[src/hdl/wdh_defines.svh]
`ifndef WDH_DEFINES_SVH
`define WDH_DEFINES_SVH
// ----------------------------------------
// register map, byte addresses (index times four)
// ----------------------------------------
`define WDH_CTRL_INDEX 8'h2a
`define WDH_CTRL_ADDR 10'h0a8
`define WDH_OPT_ADDR 10'h0ac
`define WDH_STAT_ADDR 10'h0b0
// ----------------------------------------
// control register fields and reset value
// ----------------------------------------
`define WDH_ACT_BIT 7
`define WDH_MSB_BIT 6
`define WDH_CTRL_RESET 8'h7f
`define WDH_CNT_RESET 7'h7f
// option register fields
`define WDH_TIE_BIT 0
`define WDH_TBS_LO 1
`define WDH_TBS_HI 2
// ----------------------------------------
// timing
// ----------------------------------------
`define WDH_PRESCALE 16'h4000
`define WDH_PULSE_NS 30000
`define WDH_CLK_NS 50
`define WDH_PULSE_CYC ((`WDH_PULSE_NS + `WDH_CLK_NS - 1) / `WDH_CLK_NS)
`define WDH_WAKE_SHORT 13'h0100
`define WDH_WAKE_LONG 13'h1000
`endif

[src/hdl/wdh_pkg.sv]
package wdh_pkg;
   typedef enum logic [3:0] {
      WDH_RUN = 4'b0001,
      WDH_HALT = 4'b0010,
      WDH_AHALT = 4'b0100,
      WDH_WAKE = 4'b1000
   } wdh_state_type;
endpackage

[src/hdl/wdh_watchdog.sv]
// Behaviour
// - count drops every 16384 clocks; reset when bit six falls from 40h.
// - max timeout is base plus 16384 per count for small counts.
// - larger counts add (192+lsb)*64 periods per quotient, floored.
// - slow and wait modes leave the counter and reset untouched.
// - plain halt: no reset, one decrement, then frozen until wake; here that decrement from 40h still fires a reset.
// - external wake from plain halt resumes after 256 or 4096 clocks.
// - reset ending plain halt disables watchdog unless hardware option.
// - halt with halt-reset option and no timebase irq forces reset.
// - halt with timebase irq enable enters active halt, counter frozen.
// - interrupt ending active halt resumes counting at once.
// - reset ending active halt resumes after 256 or 4096 clocks.
// - hardware option keeps watchdog active, activation bit ignored.
// - activation bit set by software write only, cleared by reset.
// - control register reads 7Fh after reset.
// - timebase irq enable turns halt into active halt.
// - timebase select picks constants 4/59, 8/53, 20/35, 49/54.
// - write with activation set and bit six clear resets at once.
// - watchdog reset drives reset pin low for about 30 us.
//
// Chosen here: the Wishbone interface to the registers.
`timescale 1ns/10ps
`include "wdh_defines.svh"
module wdh_watchdog
   import wdh_pkg::*;
#(
   parameter logic [15:0] PRESCALE = `WDH_PRESCALE,
   parameter int PULSE_CYC = `WDH_PULSE_CYC
) (
   input wire logic clk_i,
   input wire logic rst_i,
   input wire logic wb_cyc_i,
   input wire logic wb_stb_i,
   input wire logic wb_we_i,
   input wire logic [9:0] wb_adr_i,
   input wire logic [3:0] wb_sel_i,
   input wire logic [31:0] wb_dat_i,
   output logic [31:0] wb_dat_o,
   output logic wb_ack_o,
   input wire logic halt_req_i,
   input wire logic ext_irq_i,
   input wire logic tb_irq_i,
   input wire logic hw_wdg_opt_i,
   input wire logic halt_rst_opt_i,
   input wire logic long_wake_i,
   input wire logic cpu_rst_i,
   output logic rst_pin_n_o,
   output logic halted_o,
   output logic [1:0] timebase_select_o
);
   // ----------------------------------------
   // bus decode
   // ----------------------------------------
   logic act_r;
   logic [6:0] cnt_r;
   logic [6:0] cnt_nxt;
   logic tie_r;
   logic [1:0] tbs_r;
   logic ack_r;
   logic [31:0] rdat_r;
   logic [31:0] rdat_nxt;
   logic fire_r;
   logic [12:0] wake_r;
   logic hw_s1_r, hw_s2_r, hr_s1_r, hr_s2_r, lw_s1_r, lw_s2_r;
   logic hq_s1_r, hq_s2_r, ei_s1_r, ei_s2_r, ti_s1_r, ti_s2_r;
   logic cr_s1_r, cr_s2_r, hq_d_r;
   wdh_state_type st_r;
   wdh_state_type st_nxt;
   wire logic req = wb_cyc_i & wb_stb_i & ~ack_r;
   wire logic sel_ctrl = (wb_adr_i == `WDH_CTRL_ADDR);
   wire logic sel_opt = (wb_adr_i == `WDH_OPT_ADDR);
   wire logic sel_stat = (wb_adr_i == `WDH_STAT_ADDR);
   wire logic wr = req & wb_we_i & wb_sel_i[0];
   wire logic wr_ctrl = wr & sel_ctrl;
   wire logic wr_opt = wr & sel_opt;
   wire logic enabled = act_r | hw_s2_r;
   wire logic tick;
   wire logic running = (st_r == WDH_RUN);
   wire logic [7:0] ctrl_val = {act_r, cnt_r};
   // ----------------------------------------
   // halt mode decode
   // ----------------------------------------
   // edge only: a held request must not refire the reset pulse
   wire logic halt_go = hq_s2_r & ~hq_d_r & running;
   wire logic halt_rst = halt_go & ~tie_r & hr_s2_r;
   wire logic halt_full = halt_go & ~tie_r & ~hr_s2_r;
   wire logic halt_act = halt_go & tie_r;
   wire logic expire = tick & enabled & (st_r != WDH_HALT) &
      (cnt_r == 7'h40);
   wire logic halt_expire = halt_full & enabled & (cnt_r == 7'h40);
   wire logic sw_rst = wr_ctrl & wb_dat_i[`WDH_ACT_BIT] &
      ~wb_dat_i[`WDH_MSB_BIT];
   wire logic fire = expire | sw_rst | halt_expire |
      (halt_rst & enabled);
   wire logic [12:0] wake_len = lw_s2_r ? `WDH_WAKE_LONG :
      `WDH_WAKE_SHORT;

   // ----------------------------------------
   // pin synchronisers
   // ----------------------------------------
   always_ff @(posedge clk_i) begin
      hw_s1_r <= hw_wdg_opt_i;
      hw_s2_r <= hw_s1_r;
      hr_s1_r <= halt_rst_opt_i;
      hr_s2_r <= hr_s1_r;
      lw_s1_r <= long_wake_i;
      lw_s2_r <= lw_s1_r;
      hq_s1_r <= halt_req_i;
      hq_s2_r <= hq_s1_r;
      hq_d_r <= hq_s2_r;
      ei_s1_r <= ext_irq_i;
      ei_s2_r <= ei_s1_r;
      ti_s1_r <= tb_irq_i;
      ti_s2_r <= ti_s1_r;
      cr_s1_r <= cpu_rst_i;
      cr_s2_r <= cr_s1_r;
   end

   // ----------------------------------------
   // halt state machine
   // ----------------------------------------
   always_comb begin
      st_nxt = st_r;
      case (st_r)
         WDH_RUN: begin
            // slow and wait never reach here; counting goes on
            if (halt_full)
               st_nxt = WDH_HALT;
            else if (halt_act)
               st_nxt = WDH_AHALT;
         end
         WDH_HALT: begin
            if (ei_s2_r | cr_s2_r)
               st_nxt = WDH_WAKE;
         end
         WDH_AHALT: begin
            if (cr_s2_r)
               st_nxt = WDH_WAKE;
            else if (ei_s2_r | ti_s2_r)
               st_nxt = WDH_RUN;
         end
         WDH_WAKE: begin
            if (wake_r == 13'h0001)
               st_nxt = WDH_RUN;
         end
         default: st_nxt = WDH_RUN;
      endcase
   end

   always_ff @(posedge clk_i) begin
      if (rst_i) begin
         st_r <= WDH_RUN;
         wake_r <= 13'h0000;
      end else begin
         st_r <= st_nxt;
         if ((st_r == WDH_HALT) || (st_r == WDH_AHALT))
            wake_r <= wake_len;
         else if (wake_r != 13'h0000)
            wake_r <= wake_r - 13'h0001;
      end
   end

   // ----------------------------------------
   // counter and control register
   // ----------------------------------------
   always_comb begin
      cnt_nxt = cnt_r;
      if (wr_ctrl)
         cnt_nxt = wb_dat_i[6:0];
      else if (halt_full)
         cnt_nxt = cnt_r - 7'h01;
      else if (tick && running)
         cnt_nxt = cnt_r - 7'h01;
   end

   always_ff @(posedge clk_i) begin
      if (rst_i) begin
         act_r <= 1'b0;
         cnt_r <= `WDH_CNT_RESET;
         tie_r <= 1'b0;
         tbs_r <= 2'b00;
      end else if (cr_s2_r && (st_r != WDH_RUN)) begin
         act_r <= 1'b0;
         cnt_r <= `WDH_CNT_RESET;
      end else begin
         cnt_r <= cnt_nxt;
         if (wr_ctrl && wb_dat_i[`WDH_ACT_BIT])
            act_r <= 1'b1;
         if (wr_opt) begin
            tie_r <= wb_dat_i[`WDH_TIE_BIT];
            tbs_r <= wb_dat_i[`WDH_TBS_HI:`WDH_TBS_LO];
         end
      end
   end

   // ----------------------------------------
   // bus answer
   // ----------------------------------------
   always_comb begin
      rdat_nxt = 32'h0000_0000;
      if (sel_ctrl)
         rdat_nxt = {24'h00_0000, ctrl_val};
      else if (sel_opt)
         rdat_nxt = {29'h0000_0000, tbs_r, tie_r};
      else if (sel_stat)
         rdat_nxt = {28'h000_0000, st_r};
   end

   always_ff @(posedge clk_i) begin
      if (rst_i) begin
         ack_r <= 1'b0;
         rdat_r <= 32'h0000_0000;
         fire_r <= 1'b0;
         halted_o <= 1'b0;
         timebase_select_o <= 2'b00;
      end else begin
         ack_r <= req;
         if (req)
            rdat_r <= rdat_nxt;
         fire_r <= fire;
         halted_o <= (st_nxt == WDH_HALT) || (st_nxt == WDH_AHALT);
         timebase_select_o <= tbs_r;
      end
   end

   assign wb_ack_o = ack_r;
   assign wb_dat_o = rdat_r;

   // ----------------------------------------
   // submodules
   // ----------------------------------------
   wdh_prescaler #(
      .DIV(PRESCALE)
   ) u_pre (
      .clk_i(clk_i),
      .rst_i(rst_i),
      .run_i(running),
      .tick_o(tick)
   );

   wdh_reset_pulse #(
      .CYC(PULSE_CYC)
   ) u_pulse (
      .clk_i(clk_i),
      .rst_i(rst_i),
      .fire_i(fire_r),
      .rst_pin_n_o(rst_pin_n_o)
   );
endmodule

[src/hdl/wdh_prescaler.sv]
`timescale 1ns/10ps
`include "wdh_defines.svh"
// divider, advancing only while run_i is high, producing a one-cycle tick every DIV clocks (16384 by default)
module wdh_prescaler
   import wdh_pkg::*;
#(
   parameter logic [15:0] DIV = `WDH_PRESCALE
) (
   input wire logic clk_i,
   input wire logic rst_i,
   input wire logic run_i,
   output logic tick_o
);
   logic [15:0] cnt_r;
   logic [15:0] cnt_nxt;
   wire logic last = (cnt_r == DIV - 16'h0001);
   assign cnt_nxt = last ? 16'h0000 : cnt_r + 16'h0001;
   // never cleared by register writes, so timeout lies between min and max
   always_ff @(posedge clk_i) begin
      if (rst_i) begin
         cnt_r <= 16'h0000;
         tick_o <= 1'b0;
      end else if (run_i) begin
         cnt_r <= cnt_nxt;
         tick_o <= last;
      end else begin
         tick_o <= 1'b0;
      end
   end
endmodule

[src/hdl/wdh_reset_pulse.sv]
`timescale 1ns/10ps
`include "wdh_defines.svh"
// stretches a reset request into a low pulse on the reset pin
module wdh_reset_pulse
   import wdh_pkg::*;
#(
   parameter int CYC = `WDH_PULSE_CYC
) (
   input wire logic clk_i,
   input wire logic rst_i,
   input wire logic fire_i,
   output logic rst_pin_n_o
);
   logic [9:0] cnt_r;
   always_ff @(posedge clk_i) begin
      if (rst_i) begin
         cnt_r <= 10'h000;
         rst_pin_n_o <= 1'b1;
      end else if (fire_i) begin
         cnt_r <= 10'(CYC - 1);
         rst_pin_n_o <= 1'b0;
      end else if (cnt_r != 10'h000) begin
         cnt_r <= cnt_r - 10'h001;
      end else begin
         rst_pin_n_o <= 1'b1;
      end
   end
endmodule

[config.mk]
export PLATFORM = sky130hd
export DESIGN_NAME = wdh_watchdog
export DESIGN_NICKNAME = d
export VERILOG_FILES = /design/src/hdl/wdh_pkg.sv /design/src/hdl/wdh_watchdog.sv /design/src/hdl/wdh_prescaler.sv /design/src/hdl/wdh_reset_pulse.sv
export VERILOG_INCLUDE_DIRS = /design/src /design/src/hdl
export SDC_FILE = /design/constraint.sdc
export NUM_CORES = 1
export LEC_CHECK = 0
export ABC_CLOCK_PERIOD_IN_PS = 2000
export BUFFER_PORTS_ARGS = -buffer_cell sky130_fd_sc_hd__buf_2
export CORE_MARGIN = 4
export CORE_UTILIZATION = 40
export CTS_CLUSTER_SIZE = 16
export DETAILED_ROUTE_END_ITERATION = 8
export GPL_TIMING_DRIVEN = 0
export PLACE_DENSITY_LB_ADDON = 0.15
export SETUP_SLACK_MARGIN = 0.15
export SYNTH_ARGS = -nofsm -noshare
export SYNTH_HDL_FRONTEND = slang
export SYNTH_SLANG_ARGS = --single-unit
export TNS_END_PERCENT = 100
[constraint.sdc]
create_clock -name clk_i -period 2 [get_ports clk_i]
set_input_delay 0.4 -clock clk_i [delete_from_list [all_inputs] [get_ports clk_i]]
set_output_delay 0.4 -clock clk_i [all_outputs]
set_load 0.1 [all_outputs]
==> summary by stage, run 1 <==
Layout
The area growth from synthesis to layout is 33.3%. The repair_antennas step left the layout with diodes totalling 0. The layout has roughly 930 filler cells.

The proportion of layout cells with a drive suffix above 1 is a little over a third. Measured on the finished design, the core utilization comes to roughly 55%. The number of nets in the finished design is 627.

CTS
The CTS tree is yes. Clock latency on the worst-skew pair, taken at its later pin, is around 0.36 ns. Clock-pin slew was measured on the worst setup and hold paths at ~0.09 ns. In this run the deepest clock path goes through 2 buffers. The clock tree synthesis step divided the H-tree into 3 levels.

CTS placed an instance of clkbuf_8 at the clock tree root. The hold-fix buffer count after cts is 0. CTS saw 84 sinks.

TritonCTS created 9 clock buffers.

Detailed routing
The count of nets left with antenna violations after detail routing is 0. Using the TritonRoute via totals, the vias-per-cell ratio works out to 5.25. In this run, the number of DRC markers left after iteration 0 of detailed routing was 120. The routed layout has roughly 3,700 vias. After detailed routing, the number of remaining DRC violations is 0. The number of detailed-routing iterations run before antenna repair is 4. In the final routed layout, each cell accounts on average for ~14 µm. The routed design has approximately 10000 µm of wire.

STA
For this run, the top clock speed supported by timing is about 460 MHz. The part of the cycle the worst path needs is 109%. On the final layout, the worst clock skew is roughly 0.016 ns. Setup repair after global routing could not meet its margin everywhere. The final number of hold-violating endpoints is 0. Setup violations remaining at the end of the flow were counted as 12. Setup slack on the critical path of the routed design comes to -0.177 ns. The summed negative setup slack over all endpoints is -1.19 ns. The routed design could run at a clock period as short as approximately 2.2 ns. Measured against its own limit, the worst slew margin works out to a little under three fifths. The pin slew with the least headroom to its limit is 0.645 ns. The count of final max-slew check failures came to 0.

Pwr
The switching power summed over all nets is around 2.2 mW. In this run the static leakage power is between 2 and 2.5 nW. The design internal power is approximately 3.8 mW. The power density of the placed cells is 1100 mW/mm².

The worst supply voltage drop on vdd is between 0.7 and 0.8 mV. Of the total power, registers draw ~36%. The switching share of power is between 30% and 40%. The logic gate share of total power is between 40% and 50%. Total power for the finished layout comes to approximately 6.0 mW. The clock network burns ~22% of the power.

Status
The run finished, with violations left. The final reports fail on setup timing.

Hold path
Counting instances, the worst hold path has a depth of 1. The min-delay analysis places its worst path in the category in -> reg.

Placed design
Timing analysis after detailed placement gives a worst setup slack of -0.433 ns. After legalization and detailed placement, the total HPWL measured 6940 µm. During placement, the flow inserted port buffers numbering 42. Routability-driven placement finished with a final weighted congestion of ~0.8.

Global route
Summed over all layers, the global routing overflow is 0. The wire length of the first global-routing pass is roughly 16,000 µm. The overall fraction of global-route tracks in use is 17.3%.

Entering global routing, the biggest net connects 14 pins. The number of antenna violations at the first check in global routing is 0. The via count of the first global-routing pass came to between 3,000 and 4,000.

Yosys
The cell taking the most area after synthesis is dfxtp_1. The gate count after technology mapping is 459. Yosys mapped a number of flops with a built-in enable equal to 0.

The Yosys step of the flow raised 0 warnings. The main combinational cell family by area after synthesis is simple AND/OR/NAND/NOR gates. After synthesis the netlist holds a flip-flop and latch count of 84.

Of the synthesized area, sequential elements account for around two fifths. The share of synthesized flip-flops with an asynchronous set or reset is 0%. The post-synthesis cell type count is 58. The summed instance area of the synthesized netlist is 0.00406 mm². The synthesized netlist devotes 26.5% of its cell area to simple gates. The average cell area after synthesis is ~8.9 µm². The mux cell area share after synthesis is 1.82%. By area the synthesized netlist is led by dfxtp_1 (41%), buf_4 (4.4%), a21oi_1 (4.2%).

The synthesized netlist devotes between 15 and 20% of its cell area to compound gates. Summed over its instances, the top area cell type makes up between 40 and 50% of the synthesized netlist area. Of the total synthesized cell area, the portion taken by XOR and XNOR cells is under 10%.

The most used flip-flop cell after synthesis is dfxtp_1. The adder and majority gate portion of the synthesized area is under 10%.

Critical path
Counting both buffers and inverters, the worst setup path holds a total of 4. The arrival time at the worst endpoint is between 2 and 2.5 ns. The largest fanout on the critical path is 4. The family of cells with the greatest summed delay on the critical path is simple AND/OR/NAND/NOR gates. The worst setup path is launched from a flip-flop. STA puts the critical path data required time at roughly 2.3 ns. The setup path with the least slack is of type reg -> reg. The signal on the critical path passes through buf_6 > or4b_4 > buf_6 > or3_4 > buf_6 > buf_6 > or3_4 > a21oi_2.

The cell at the slowest stage of the critical path is or4b_4. Counting cells, the worst reg-to-reg path comes to 8. The peak per-stage delay on the critical path is roughly 0.52 ns. The critical path capture point type is a flip-flop. The cell that appears most often on the critical path is buf_6. The logic depth of the worst setup path including buffers is 8.

Floorplanning
The die boundary width is around 110 µm. The total number of placement rows is 36. The placeable core region is ~0.0098 mm². The die height is around 110 µm. The starting density of the core is between 40% and 50%. The floorplan step defined a die boundary enclosing 0.0118 mm². During I/O placement, the number of pins put on the boundary was 95.

Run
The reported max-cap violation count is 0.
## cells in the mapped netlist, drive strengths merged, types with 8 or more instances
cell    count
or4        11
clkbuf     14
nand2b      8
nand4       9
inv        14
buf        29
nand2      27
o21ai      12
nor3       18
xor2       15
nand3      13
a21oi      34
nor2       39
dfxtp      84
nor4b       8
or3         9
## power by group through the flow
stage	clock, mW	combinational, mW	sequential, mW
3_3_place_gp	0	2.01	2.14
6_report	1.30	2.50	2.17
4_1_cts	1.34	2.27	2.14
2_1_floorplan	0	1.67	2.16
5_1_grt	1.41	2.75	2.21
3_5_place_dp	0	2.04	2.16
## worst register-to-register path, stage by stage (launching register included)
cell and delay, ns:
dfxtp_2 0.33, buf_6 0.10, or4b_4 0.52, buf_6 0.13, or3_4 0.32, buf_6 0.14
buf_6 0.12, or3_4 0.32, a21oi_2 0.14
## metal layers
metal	up-vias	GRT usage, %	part of all wire (%)
li1	1835	-	-
met1	1747	21.7	44
met2	77	28.9	49
met3	14	5.15	5.1
met4	0	5.05	1.6
met5	-	0	0
## state kept, by name (all words and copies together), names as in the netlist, 2 cells and up
| register | flops |
|---|---|
| cnt_r | 7 |
| st_r | 4 |
| tbs_r | 2 |
| timebase_select_o | 2 |
| u_pre.cnt_r | 16 |
| u_pulse.cnt_r | 10 |
| wake_r | 13 |
| wb_dat_o | 8 |
## placed cells by master, fill, tap and decap left out, types with 5 or more instances in the layout
cell	n
a21oi_1	29
a21oi_2	5
buf_2	43
buf_4	48
buf_6	7
clkbuf_1	10
clkbuf_8	11
conb_1	24
dfxtp_1	76
dfxtp_2	7
ha_1	6
inv_1	12
nand2_1	26
nand2b_1	7
nand3_1	12
nand4_1	9
nor2_1	37
nor2b_1	6
nor3_1	12
nor4_4	6
o211ai_1	5
o21ai_0	8
o31ai_1	6
or2_2	6
or3_1	7
or4_1	8
or4b_4	6
xnor2_1	7
xor2_1	15
## what timing repair did
action / 4_1_cts / 5_1_grt
endpoints found under the setup margin: 43 / 45
buffers inserted: 14 / 13
hold endpoints to repair: 0 / 0
pin swaps: 17 / 18
resized for setup: 38 / 43
cloned: 1 / 0
## stage by stage
stage	hold slack [ns]	instances	cell area [µm²]
floorplan	0.310	482	4260
global placement	0.310	657	4640
detailed placement	0.316	657	4640
CTS	0.119	686	5140
global route	0.105	699	5420
finish	0.137	699	5420
## path summary, 6_finish.rpt
kind / start / to / slack, ns
max: st_r[1] / u_pre.cnt_r[11] / -0.18
min: hw_wdg_opt_i / hw_s1_r / 0.14
max reg2reg: st_r[1] / u_pre.cnt_r[11] / -0.18
min reg2reg: hr_s1_r / hr_s2_r / 0.33
## layout make-up
class	instances	area [µm²]	share of cell area, %
clock buffers	10	128	2.36
plain buffers	42	312	5.75
repair buffers	69	424	7.83
inverters	14	52.6	0.970
flip-flops and latches	84	1690	31.3
clock inverters	5	77.6	1.43
well taps	133	166	3.07
multi-input cells	342	2560	47.3
## cells by family after synthesis
kind of cell | Yosys count
AND/OR/NAND/NOR | 186
multiplexers | 7
flip-flops | 84
adder cells (fa/ha/maj) | 7
XOR/XNOR | 22
other | 1
AO/OA/AOI/OAI | 95
buffers and inverters | 57
(Power assumes the default switching activity.)
==> run 2: changes to the inputs <==
- ABC_AREA: unset -> 1
- RECOVER_POWER: unset -> 25
- TNS_END_PERCENT: 100 -> 5
==> run 2 against run 1 <==
Compared with the run above: the run now ends clean; critical endpoint is now cnt_r[4]; register-to-register slack better by 0.54 ns; routed wire length fell by 5.5%; sequential power down 3%.
==> summary by stage, run 2 <==
Status
The run finished with clean final reports.

CTS
The root buffer selected by CTS is clkbuf_8. The longest clock path from root to sink contains 2 buffers. The clock-pin slew reported for the worst setup and hold paths after clock tree synthesis is 0.09 ns. Buffers inserted during clock tree synthesis total 9. TritonCTS built the clock tree. At the later pin of the worst-skew pair, clock insertion delay measures approximately 0.36 ns. Once the clock tree was built, the setup fixing pass inserted 0 buffers.

The tree built by TritonCTS fans out to between 80 and 90 sinks. The H-tree was split into 3 levels. In this run, post-CTS hold repair placed 0 buffers.

Pwr
The power density of the placed cells is roughly 1000 mW/mm². IR analysis of the VDD net gives a maximum drop of 0.608 mV. The leakage power of the design is 2.39 nW.

STA
The number of endpoints failing setup at the final stage is 0. The count of final max-slew check failures is 0. The final critical delay including setup and external delays is around 1.7 ns. The summed negative setup slack over all endpoints is 0 ns. The final number of hold-violating endpoints is 0.

The pin slew with the least headroom to its limit is 0.833 ns. Setup repair after global routing could not meet its margin everywhere. The part of the cycle the worst path needs is between 80% and 90%. In this run the tightest slew margin relative to its limit is between 40 and 50%. Static timing analysis puts the maximum clock frequency at approximately 580 MHz. For the final database, setup skew stands at approximately 0.0092 ns. The final worst setup slack is 0.265 ns.

Floorplanning
The placeable core region is between 0.01 and 0.015 mm². The total number of placement rows is 37. The floorplan step set the die height to between 100 and 150 µm. In this run the count of I/O pins placed on the die edge is 95. For this configuration, the core starts out at a cell density of between 40% and 50%. The floorplan step defined a die boundary enclosing between 0.01 and 0.015 mm². The floorplan step set the die width to around 110 µm.

Global route
The first global-routing pass estimated 16,200 µm of wire. The maximum number of pins on one net before global-route repair is 15. The number of antenna violations at the first check in global routing was 0.

The overall fraction of global-route tracks in use is roughly 16%. The via count of the first global-routing pass was between 3,000 and 4,000. Summed over all layers, the global routing overflow is 0.

Yosys
The Yosys warning count is 0. The area share of the largest cell type after synthesis is approximately 39%. In the synthesized netlist, the number of instances is 601. The largest total area in the synthesized netlist belongs to dfxtp_1. The most used flip-flop cell after synthesis is dfxtp_1. The share of synthesized flip-flops with an asynchronous set or reset is 0%.

Yosys instantiated no cell more often than nand2_1. The commonest cells after synthesis are nand2_1 (130), nor2_1 (95), dfxtp_1 (84). The synthesis-stage register bit count is 84. Yosys attributes the largest share of cell area to dfxtp_1 (39%), nand2_1 (11%), nor2_1 (8.3%). Sequential elements use roughly two fifths of the synthesized area. The synthesized netlist occupies a cell area of 0.00432 mm². Yosys mapped a number of flops with a built-in enable equal to 0. Yosys mapped the design onto 40 distinct sky130hd cell types. The average cell area after synthesis is 7.18 µm².

Detailed routing
Dividing the detail-routed via count by the number of cells gives 4.63. Detailed routing inserted a total of 3,788 vias. The total detailed-routing wirelength is ~9400 µm. The number of detailed-routing iterations run before antenna repair is 4. The count of nets left with antenna violations after detail routing is 0. The final routed DRC violation total is 0. The routed wire length per instance is around 12 µm. The number of DRC markers in iteration 0 is ~260.

Critical path
Of all nets on the critical path, the largest fanout is 10. STA classifies the critical path startpoint as a primary input. In this run the register-to-register setup slack is roughly 0.36 ns. The category of the most critical setup path is in -> reg. The arrival time at the worst endpoint is approximately 2.0 ns. The critical path capture point type is a flip-flop. The critical path required time is about 2.2 ns.

Placed design
Prior to clock tree synthesis, the placed netlist has a worst setup slack of roughly 0.28 ns. The port buffer count is between 40 and 50. The final weighted congestion in routability-driven placement is just under 0.9. The wire-length estimate of the detail-placed layout is 7230 µm. In this run, placement finished with an instance count of about 800. The placed cell area is around 0.0048 mm².

Layout
The number of antenna diodes in the final layout is 0. The number of nets in the finished design is roughly 740. The register with the highest flop count is u_pre.cnt_r. The largest registers in the layout are u_pre.cnt_r x16, wake_r x13, u_pulse.cnt_r x10. The top cell types in the final layout, fill and taps aside, are nand2_1 (130), nor2_1 (96), dfxtp_1 (84). The library cell used most frequently in the layout, excluding fill and tap cells, is nand2_1. For this run, the share of the core covered by cells in the final layout is approximately 48%.

The post-layout instance count excluding filler cells is roughly 800. The area growth from synthesis to layout is 15.3%. The register with the most flip-flops in the layout has 16 of them.

The proportion of layout cells with a drive suffix above 1 is 18.2%. The finished layout cell area is 0.00497 mm².

Hold path
The path category of the worst min-delay check is in -> reg.

Run
The reported max-cap violation count is 0.
[run 2: cell count changes after synthesis, moves of 19 or more]
cell     previous run  this run
inv_1              14        63
nand2_1            27       130
nand3_1            13        50
nand4_1             9        28
nor2_1             39        95
[run 2: worst paths after layout]
kind	cells past startpoint	start	to
worst min-delay path	1	cpu_rst_i	cr_s1_r
worst max register to register	9	u_pulse.cnt_r[0]	u_pulse.cnt_r[1]
worst max-delay path	10	wb_adr_i[1]	cnt_r[4]
worst min register to register	0	hw_s1_r	hw_s2_r
[run 2: final cells by class]
class                           count  area (µm²)
Multi-Input combinational cell    439        2210
Inverter                           69         264
Sequential cell                    84        1680
Clock buffer                       11         141
Fill cell                        1057        5440
Timing Repair Buffer               42         210
Tap cell                          136         170
Buffer                             32         235
Clock inverter                      5        60.1
[run 2: metrics by stage]
| stage | total power [mW] | hold WS (ns) |
|---|---|---|
| after global routing | 5.62 | 0.107 |
| final | 5.21 | 0.129 |
| after CTS | 5.24 | 0.113 |
| after floorplan | 3.64 | 0.310 |
| after detailed placement | 3.99 | 0.313 |
| after global placement | 3.94 | 0.312 |
[run 2: worst max-delay path: stages]
cell	delay [ns]
buf_2	0.10
nor2_2	0.15
nand2_2	0.07
nor2_1	0.60
nand3_4	0.23
buf_6	0.21
nand2_1	0.06
nand2_1	0.04
nand2_1	0.05
nand3_1	0.06
[run 2: layer usage]
metal	track usage [%]	vias to the layer above	wire length, µm
li1	-	2041	-
met1	20.0	1676	4470
met2	25.6	69	4390
met3	4.95	2	550
met4	3.57	0	38
met5	0	-	0
[run 2: cells by family after synthesis]
kind of cell / Yosys count / share of synthesized area, %
AND/OR/NAND/NOR: 344 / 38.2
buffers and inverters: 101 / 11.6
flip-flops: 84 / 39.0
other: 1 / 0.0869
XOR/XNOR: 14 / 2.84
AO/OA/AOI/OAI: 50 / 6.23
adder cells (fa/ha/maj): 7 / 2.03
[run 2: power breakdown]
group          switching (mW)  internal [mW]
combinational            1.24          0.618
sequential              0.189           1.92
clock                   0.627          0.616
[run 2: repair_timing]
| action | 4_1_cts | 5_1_grt |
|---|---|---|
| resized for setup | 0 | 1 |
| hold endpoints to repair | 0 | 0 |
| setup endpoints to repair | 0 | 1 |
